**src/pkg/pbh_params.svh**
```systemverilog
// Constants for the primary bus hold hand-over block.
`ifndef PBH_PARAMS_SVH
`define PBH_PARAMS_SVH
`define PBH_ADDR_W 24
`define PBH_DATA_W 32
`define PBH_WS_W 3
`define PBH_SYNC_RESET 1'b0
`define PBH_STROBE_IDLE 1'b1
`define PBH_RW_READ 1'b1
`endif

```
**src/pkg/pbh_pkg.sv**
```systemverilog
// Types shared by the primary bus hold hand-over block.
package pbh_pkg;
  typedef enum logic [1:0] {
    PBH_IDLE,
    PBH_ACCESS,
    PBH_HOLD,
    PBH_RELEASE
  } pbh_state_t;
endpackage : pbh_pkg

```
**src/pbh_sync2.sv**
```systemverilog
// Two-flop synchroniser for inputs arriving from outside the clock domain.
`timescale 1ns/10ps
`default_nettype none
`include "pbh_params.svh"
module pbh_sync2 #(
  parameter int W = 1
) (
  input wire logic i_clock,
  input wire logic i_rst,
  input wire logic i_clk_en,
  input wire logic [W-1:0] i_async,
  output logic [W-1:0] o_sync
);
  logic [W-1:0] meta_reg;
  logic [W-1:0] sync_reg;

  // The first stage feeds only the second stage.
  always_ff @(posedge i_clock or posedge i_rst) begin
    if (i_rst) begin
      meta_reg <= {W{`PBH_SYNC_RESET}};
      sync_reg <= {W{`PBH_SYNC_RESET}};
    end else if (i_clk_en) begin
      meta_reg <= i_async;
      sync_reg <= meta_reg;
    end
  end

  assign o_sync = sync_reg;
endmodule : pbh_sync2
`default_nettype wire

```
**src/pbh_hold_ctrl.sv**
```systemverilog
// Primary bus controller with hold request and hold grant hand-over.
//
// Overview of operation
// - Hold request synchronised; may slip one cycle.
// - Override bit exits hold, blocks new holds.
// - No bus access in hold; reads stall.
// - One write posted in hold; second stalls.
// - Hold sampled before cycle end; width waits+1.
// - Grant stays low one cycle after release.
// - Bus outputs released while hold granted.
`timescale 1ns/10ps
`default_nettype none
`include "pbh_params.svh"
module pbh_hold_ctrl #(
  parameter int ADDR_W = `PBH_ADDR_W,
  parameter int DATA_W = `PBH_DATA_W,
  parameter int WS_W = `PBH_WS_W
) (
  input wire logic i_clock,
  input wire logic i_rst,
  input wire logic i_clk_en,
  input wire logic i_hold_req_n,
  input wire logic i_hold_override,
  input wire logic [WS_W-1:0] i_wait_state_count,
  input wire logic i_core_valid,
  input wire logic i_core_write,
  input wire logic [ADDR_W-1:0] i_core_addr,
  input wire logic [DATA_W-1:0] i_core_wdata,
  output logic o_core_ready,
  output logic o_core_stall,
  output logic o_access_done,
  output logic o_rdata_valid,
  output logic [DATA_W-1:0] o_rdata,
  output logic o_bus_hold_grant_n,
  output logic o_primary_bus_strobe_n,
  output logic o_primary_bus_strobe_oe,
  output logic o_rw,
  output logic o_rw_oe,
  output logic [ADDR_W-1:0] o_addr,
  output logic o_addr_oe,
  output logic [DATA_W-1:0] o_data,
  output logic o_data_oe,
  input wire logic [DATA_W-1:0] i_data
);
  pbh_pkg::pbh_state_t state_reg;
  logic hold_act;
  logic [DATA_W-1:0] data_s;
  logic hold_want;
  logic in_hold;
  logic take;
  logic last;
  logic [WS_W-1:0] cnt_reg;
  logic pend_reg;
  logic [ADDR_W-1:0] pend_addr_reg;
  logic [DATA_W-1:0] pend_data_reg;
  logic [ADDR_W-1:0] addr_reg;
  logic [DATA_W-1:0] wdata_reg;
  logic wr_reg;
  logic done_reg;
  logic rvalid_reg;
  logic [DATA_W-1:0] rdata_reg;

  // The hold pin may move anywhere in the cycle, so it is resynchronised
  // and recognition can land one cycle later than the ideal sequence.
  pbh_sync2 #(.W(1)) u_hold_sync (
    .i_clock(i_clock),
    .i_rst(i_rst),
    .i_clk_en(i_clk_en),
    .i_async(~i_hold_req_n),
    .o_sync(hold_act)
  );

  pbh_sync2 #(.W(DATA_W)) u_data_sync (
    .i_clock(i_clock),
    .i_rst(i_rst),
    .i_clk_en(i_clk_en),
    .i_async(i_data),
    .o_sync(data_s)
  );

  assign hold_want = hold_act && !i_hold_override;
  assign in_hold = (state_reg == pbh_pkg::PBH_HOLD) || (state_reg == pbh_pkg::PBH_RELEASE);
  assign last = (state_reg == pbh_pkg::PBH_ACCESS) && (cnt_reg == '0);

  // Reads always wait out a hold; a single write may be parked meanwhile.
  always_comb begin
    case (state_reg)
      pbh_pkg::PBH_IDLE: o_core_ready = !hold_want && !pend_reg;
      pbh_pkg::PBH_HOLD,
      pbh_pkg::PBH_RELEASE: o_core_ready = i_core_write && !pend_reg;
      default: o_core_ready = 1'b0;
    endcase
  end

  assign o_core_stall = i_core_valid && !o_core_ready;
  assign take = i_clk_en && i_core_valid && o_core_ready;

  always_ff @(posedge i_clock or posedge i_rst) begin
    if (i_rst) begin
      state_reg <= pbh_pkg::PBH_IDLE;
    end else if (i_clk_en) begin
      case (state_reg)
        pbh_pkg::PBH_IDLE: begin
          if (hold_want) begin
            state_reg <= pbh_pkg::PBH_HOLD;
          end else if (pend_reg || take) begin
            state_reg <= pbh_pkg::PBH_ACCESS;
          end
        end
        pbh_pkg::PBH_ACCESS: begin
          // The request is judged in the last cycle, so the grant follows
          // the completed cycle with all its wait states.
          if (last) begin
            state_reg <= hold_want ? pbh_pkg::PBH_HOLD : pbh_pkg::PBH_IDLE;
          end
        end
        pbh_pkg::PBH_HOLD: begin
          if (i_hold_override) begin
            state_reg <= pbh_pkg::PBH_IDLE;
          end else if (!hold_act) begin
            state_reg <= pbh_pkg::PBH_RELEASE;
          end
        end
        default: begin
          state_reg <= pbh_pkg::PBH_IDLE;
        end
      endcase
    end
  end

  always_ff @(posedge i_clock or posedge i_rst) begin
    if (i_rst) begin
      cnt_reg <= '0;
      addr_reg <= '0;
      wdata_reg <= '0;
      wr_reg <= 1'b0;
    end else if (i_clk_en) begin
      if (state_reg == pbh_pkg::PBH_IDLE && !hold_want && pend_reg) begin
        cnt_reg <= i_wait_state_count;
        addr_reg <= pend_addr_reg;
        wdata_reg <= pend_data_reg;
        wr_reg <= 1'b1;
      end else if (state_reg == pbh_pkg::PBH_IDLE && take) begin
        cnt_reg <= i_wait_state_count;
        addr_reg <= i_core_addr;
        wdata_reg <= i_core_wdata;
        wr_reg <= i_core_write;
      end else if (state_reg == pbh_pkg::PBH_ACCESS && !last) begin
        cnt_reg <= cnt_reg - 1'b1;
      end
    end
  end

  // Set only in hold and cleared only from idle, so the two never collide.
  always_ff @(posedge i_clock or posedge i_rst) begin
    if (i_rst) begin
      pend_reg <= 1'b0;
      pend_addr_reg <= '0;
      pend_data_reg <= '0;
    end else if (i_clk_en) begin
      if (in_hold && take) begin
        pend_reg <= 1'b1;
        pend_addr_reg <= i_core_addr;
        pend_data_reg <= i_core_wdata;
      end else if (state_reg == pbh_pkg::PBH_IDLE && !hold_want) begin
        pend_reg <= 1'b0;
      end
    end
  end

  always_ff @(posedge i_clock or posedge i_rst) begin
    if (i_rst) begin
      done_reg <= 1'b0;
      rvalid_reg <= 1'b0;
      rdata_reg <= '0;
    end else if (i_clk_en) begin
      done_reg <= last;
      rvalid_reg <= last && !wr_reg;
      if (last && !wr_reg) begin
        rdata_reg <= data_s;
      end
    end
  end

  assign o_access_done = done_reg;
  assign o_rdata_valid = rvalid_reg;
  assign o_rdata = rdata_reg;
  assign o_bus_hold_grant_n = !in_hold;
  assign o_primary_bus_strobe_n = (state_reg == pbh_pkg::PBH_ACCESS) ? 1'b0 : `PBH_STROBE_IDLE;
  assign o_rw = wr_reg ? 1'b0 : `PBH_RW_READ;
  assign o_addr = addr_reg;
  assign o_data = wdata_reg;
  // Everything the bus master might drive is let go for the whole grant.
  assign o_primary_bus_strobe_oe = !in_hold;
  assign o_rw_oe = !in_hold;
  assign o_addr_oe = !in_hold;
  assign o_data_oe = (state_reg == pbh_pkg::PBH_ACCESS) && wr_reg;
endmodule : pbh_hold_ctrl
`default_nettype wire

```
**config.mk**
```make
export PLATFORM = sky130hd
export DESIGN_NAME = pbh_hold_ctrl
export DESIGN_NICKNAME = d
export VERILOG_FILES = /design/src/pkg/pbh_pkg.sv /design/src/pbh_sync2.sv /design/src/pbh_hold_ctrl.sv
export VERILOG_INCLUDE_DIRS = /design/src /design/src/pkg
export SDC_FILE = /design/constraint.sdc
export NUM_CORES = 1
export LEC_CHECK = 0
export ABC_AREA = 1
export BUFFER_PORTS_ARGS = -buffer_cell sky130_fd_sc_hd__buf_2
export CORE_UTILIZATION = 58
export DETAILED_ROUTE_END_ITERATION = 12
export PLACE_DENSITY = 0.85
export SLEW_MARGIN = 5
export SYNTH_ARGS = -nofsm -noshare
export SYNTH_HDL_FRONTEND = slang
export SYNTH_SLANG_ARGS = --single-unit
```
**constraint.sdc**
```tcl
create_clock -name i_clock -period 18.4 [get_ports i_clock]
set_input_delay 0.92 -clock i_clock [delete_from_list [all_inputs] [get_ports i_clock]]
set_output_delay 0.92 -clock i_clock [all_outputs]
set_load 0.01 [all_outputs]
```
Word level (Yosys, flattened, before mapping)
Index checks and enable logic that the tools add are counted.
{ "totals": {"reg_bits": 219, "in_bits": 98, "output_inout_bits": 99, "elab_cells": 79} }
{ "classes": {"n_addsub": 1, "n_eq_ne": 6, "muxes": 21, "n_bitwise": 1, "n_reduce_logical": 35} }
{ "op_table": {"columns": ["operator", "count"], "rows": [
  ["2-to-1 mux 32 bit", 2],
  ["2-to-1 mux 24 bit", 2],
  ["logical AND 1 bit", 14],
  ["2-to-1 mux 2 bit", 6],
  ["AND reduction 2 bit", 5],
  ["2-to-1 mux 3 bit", 3],
  ["logical NOT 1 bit", 7],
  ["2-to-1 mux 1 bit", 6],
  ["inequality test 3 bit (second input constant)", 2],
  ["one-hot mux 2 bit (3 select lines)", 1],
  ["equality test 2 bit (second input constant)", 2],
  ["AND reduction 4 bit", 1],
  ["nonzero test 2 bit", 2],
  ["logical NOT 3 bit", 1],
  ["nonzero test 3 bit", 1],
  ["subtractor 3 x 1 -> 3 bit (second input constant)", 1],
  ["equality test 2 x 1 -> 1 bit (second input constant)", 1],
  ["logical NOT 2 bit", 1],
  ["logical OR 1 bit", 2],
  ["inequality test 2 bit (second input constant)", 1],
  ["one-hot mux 1 bit (2 select lines)", 1],
  ["OR reduction 2 bit", 1],
  ["NOT 1 bit", 1]
]} }

Longest topological paths before layout
{ "depth": {"depth_word": 10, "ltp_mapped": 12, "depth_no_buf": 10} }

Hierarchy
From an unflattened synthesis, not the netlist that was laid out.
{ "hier_totals": {"hier_cells": 1055, "hier_area_um2": 9203.8} }
{ "modules_own_cells": {"columns": ["module", "instances", "cells_each", "area_each_um2", "seq_area_each_um2"], "rows": [
  ["pbh_hold_ctrl", 1, 774, 6673.9, 3828.7],
  ["pbh_sync2 (u_data_sync)", 1, 271, 2449.8, 1601.5],
  ["pbh_sync2 (u_hold_sync)", 1, 10, 80.1, 50.0]
]} }

Least setup slack after synthesis
OpenSTA, ideal clock, no wires.
{ "synth_path": {"kind": "input-to-output", "start": "input i_hold_override", "end": "output o_core_stall", "arrival_ps": 1523, "required_time_ps": 17480, "path_slack_ps": 15957, "stages": 6, "n_path_buf": 0, "path_cell_list": "inv_1 -> nand2_1 -> nand2_1 -> nand2_1 -> and2_2 -> nor2_1"} }
{ "synth_via": {"elab_chain_cells": 7} }
{ "synth_lines": {"columns": ["item", "line_no", "text"], "rows": [
  ["from (decl)", "pbh_hold_ctrl.sv:23", "input wire logic i_hold_override,"],
  ["logical NOT 1 bit", "pbh_hold_ctrl.sv:81", "assign hold_want = hold_act && !i_hold_override;"],
  ["logical AND 1 bit", "pbh_hold_ctrl.sv:81", null],
  ["logical NOT 1 bit", "pbh_hold_ctrl.sv:88", "pbh_pkg::PBH_IDLE: o_core_ready = !hold_want && !pend_reg;"],
  ["logical AND 1 bit", "pbh_hold_ctrl.sv:88", null],
  ["one-hot mux 1 bit (2 select lines)", "pbh_hold_ctrl.sv:87", "case (state_reg)"],
  ["named net o_core_ready", "pbh_hold_ctrl.sv:29", "output logic o_core_ready,"],
  ["logical NOT 1 bit", "pbh_hold_ctrl.sv:95", "assign o_core_stall = i_core_valid && !o_core_ready;"],
  ["logical AND 1 bit", "pbh_hold_ctrl.sv:95", null],
  ["to (decl)", "pbh_hold_ctrl.sv:30", "output logic o_core_stall,"]
]} }
The timed path passes the listed nets, and every way through them passes these cells.

Worst setup path in the final report
{ "layout_path": {"start": "input i_hold_override", "end": "register addr_reg[11], in the netlist o_addr[11]"} }
{ "layout_via": {"elab_chain_cells": 9, "word_cells_on_any_way": 12, "cone_classes": "2 x mux; 10 x reduce/logical"} }
{ "layout_lines": {"columns": ["item", "line_no", "text"], "rows": [
  ["logical NOT 1 bit (*)", "pbh_hold_ctrl.sv:81", null],
  ["logical AND 1 bit (*)", "pbh_hold_ctrl.sv:81", null],
  ["logical NOT 1 bit (*)", "pbh_hold_ctrl.sv:88, pbh_hold_ctrl.sv:138", null],
  ["logical AND 1 bit", "pbh_hold_ctrl.sv:88", null],
  ["one-hot mux 1 bit (2 select lines)", "pbh_hold_ctrl.sv:87", null],
  ["logical AND 1 bit", "pbh_hold_ctrl.sv:96", "assign take = i_clk_en && i_core_valid && o_core_ready;"],
  ["logical AND 1 bit", "pbh_hold_ctrl.sv:143", "end else if (state_reg == pbh_pkg::PBH_IDLE && take) begin"],
  ["nonzero test 2 bit (no line)", null, null],
  ["AND reduction 2 bit (no line)", null, null],
  ["to (signal assigned)", "pbh_hold_ctrl.sv:140", "addr_reg <= pend_addr_reg;"],
  ["to (signal assigned)", "pbh_hold_ctrl.sv:145", "addr_reg <= i_core_addr;"],
  ["to (decl)", "pbh_hold_ctrl.sv:56", "logic [ADDR_W-1:0] addr_reg;"]
]} }
Every way passes the cells marked *; elsewhere a longest branch is shown, timed or not.
A chain may end at the register's enable or synchronous reset.

==> results.toml <==
[yosys]
muxShareOfSynthArea_pct = 0
syn_nets = 1117
yosysWarnings = 0
synth-simple-area-share_pct = 22.9
synth.area.top_cells = "dfrtp_1 (60%), nand2_1 (18%), o21ai_0 (6.3%)"
syn-cell-area_um2 = 9060
synth_top_family_by_area = "simple AND/OR/NAND/NOR gates"
synth-adder-area-share_pct = 0.276
synth_compound_area_share_pct = 10.7
netlist.area_leader.share_pct = 60.5
synthXorXnorAreaFrac_pct = 0.0966
ys_seq_elements = 219
synth_top_area_cell = "dfrtp_1"
synth_seq_area_share_pct = 60.5
synth_cell_type_count = 28
syn_inst = 1017
syn_area_per_cell_um2 = 8.91

[timing]
fin_setup_tns_ps = 0
setup_violations = 0
worst_slack_ps = 14560
rsz0062_at_grt = "false"
worst_pin_slew_ps = 1160
slew_viol_final = 0
fmax_mhz = 261
finalCriticalPeriod_ps = 3840
final_hold_viol_count = 0
timing.slew.headroom_pct = 22.8
fin_crit_sh_pct = 20.9
fin_skew_ps = 8.36

[status]
status = "finished clean"

[finish]
syn_to_final_growth_pct = 19.2
nNetsFinal = 1281
post-route-util_pct = 71.1
post_route_cells_drive_above_1_share_pct = 26.4
design_area_um2 = 10800

[die]
coreArea_um2 = 15200
core.rowCount = 45
start_util_pct = 59.6
ios = 197
die_h_um = 127
die_w_um = 127
die_area_um2 = 16100

[hold_path]
hp-class = "flip-flop to flip-flop"
min_path_cells = 2

[clocking]
post_cts_resized = 0
cts_made_buffers = 23
cts.sinks = 219
cts_root_buf = "clkbuf_16"
post_cts_buffers = 0
clk_pin_slew_ps = 60
htreeDepth = 1
clock_path_buffers = 3
cts_tree = "yes"
hold_buffers = 0
clk_latency_ps = 500

[place]
place_congestion = 0.808
placed_area_um2 = 10000
io_buffers = 196
pre_cts_ws_ps = 14080
dp_hpwl_um = 12000

[drt]
drc = 0
routed_via_density = 5.25
vias = 7276
drt-total-wl_um = 19400
wl_per_cell_um = 14.0
ant_nets = 0
dr.pass1.iters = 4
drt_iter0_markers = 429

[setup_path]
critPathMaxFanout = 114
worstPathArrival_ps = 4230
ff2ff_path_depth = 7
cp-start-kind = "input pin"
worstPathRequired_ps = 18790
path_class = "input pin to flip-flop"
endpoint_kind = "flip-flop"

[pwr]
p_leak_nw = 5.88
peakVddDrop_uv = 92.4
pwr_density_cell_nw_per_um2 = 153

[global_routing]
grt_pass1_vias = 6737
grt_antenna_before_repair = 2
grtUsageTotal_pct = 24.6
overflow = 0
grt_pass1_wl_um = 32100
grt_max_degree = 139

[run]
maxCapViolations = 0
## cell usage after synthesis (all sizes together)
cell / number
xor2: 1
o211ai: 1
ha: 2
nand4: 1
inv: 47
and2: 1
nor2: 10
a21o: 1
buf: 28
nand3b: 1
o21ai: 181
nand3: 5
clkbuf: 33
a21oi: 1
nor4: 1
or2: 56
dfrtp: 219
nand2: 428
## stage by stage
stage,hold slack [ps],cells,power [W]
6_report,463,1386,0.00165
3_5_place_dp,453,1344,0.00117
5_1_grt,479,1385,0.00176
3_3_place_gp,447,1344,0.00115
2_1_floorplan,437,1017,0.00101
4_1_cts,468,1383,0.00166
## cells by family after synthesis
| group | count (synthesis) |
|---|---|
| AOI/OAI and AO/OA | 184 |
| xor gates and xnor gates | 1 |
| adders and majority gates | 2 |
| buffers and inverters | 108 |
| DFF | 219 |
| and+or+nand+nor | 503 |
## final timing paths
kind	from	endpoint	slack [ps]
worst max-delay path	i_hold_override	o_addr[11]$_DFFE_PP0P_	14560
worst min-delay path	pend_data_reg[26]$_DFFE_PP0P_	pend_data_reg[26]$_DFFE_PP0P_	460
worst max register to register	state_reg[1]$_DFFE_PP0P_	o_addr[11]$_DFFE_PP0P_	14600
worst min register to register	pend_data_reg[26]$_DFFE_PP0P_	pend_data_reg[26]$_DFFE_PP0P_	460
max in group asynchronous	i_rst	u_data_sync.o_sync[13]$_DFFE_PP0P_	16290
min in group asynchronous	i_rst	pend_addr_reg[15]$_DFFE_PP0P_	590
## where the power goes
| group | switching, W | internal, W | leakage, nW |
|---|---|---|---|
| logic | 0.000270 | 0.000177 | 2.72 |
| registers | 0.0000824 | 0.000636 | 2.78 |
| clock network | 0.000180 | 0.000307 | 0.390 |
| total | 0.000533 | 0.00112 | 5.88 |
## final cells by class
cell class	count	area, um^2
inverter	47	184
timing repair buffer	200	1010
fill	1166	4400
sequential	219	5480
clock buffer	30	622
tap	188	235
multi-input combinational	690	3090
antenna	3	7.51
clock inverter	9	170
## worst max-delay path, cell delays in order
cell and delay [ps]:
buf_2 90, inv_1 50, nand2_1 90, nand2_1 130
nor2_4 810, inv_2 680, nand2_2 330, nand2_4 590
o21ai_1 420
## placed cells by master, fill, tap and decap left out, types with 2 or more instances in the layout
master,synthesis,layout
nand2_1,425,424
dfrtp_1,219,219
buf_2,11,196
o21ai_0,114,114
o21ai_1,57,57
or2_2,56,56
inv_1,43,42
clkbuf_16,0,23
o21ai_2,10,10
nor2_1,7,7
nand3_1,5,5
clkbuf_1,30,5
bufinv_16,0,5
inv_2,4,4
clkinv_2,0,4
buf_4,11,4
diode_2,0,3
nand2_2,3,3
nor2_4,1,2
ha_1,2,2
clkbuf_8,0,2
## routing by layer
layer  up-vias  routed length (um)  global-route usage, %  part of all wire [%]
met5         -                   0                      0                     0
met4         0                 541                   7.98                   2.8
met3        50                1490                   5.61                   7.7
met2       255                9070                   40.0                    47
met1      3453                8320                   33.1                    43
li1       3518                   -                      -                     -
No activity file was read; power rests on OpenSTA's default activity.
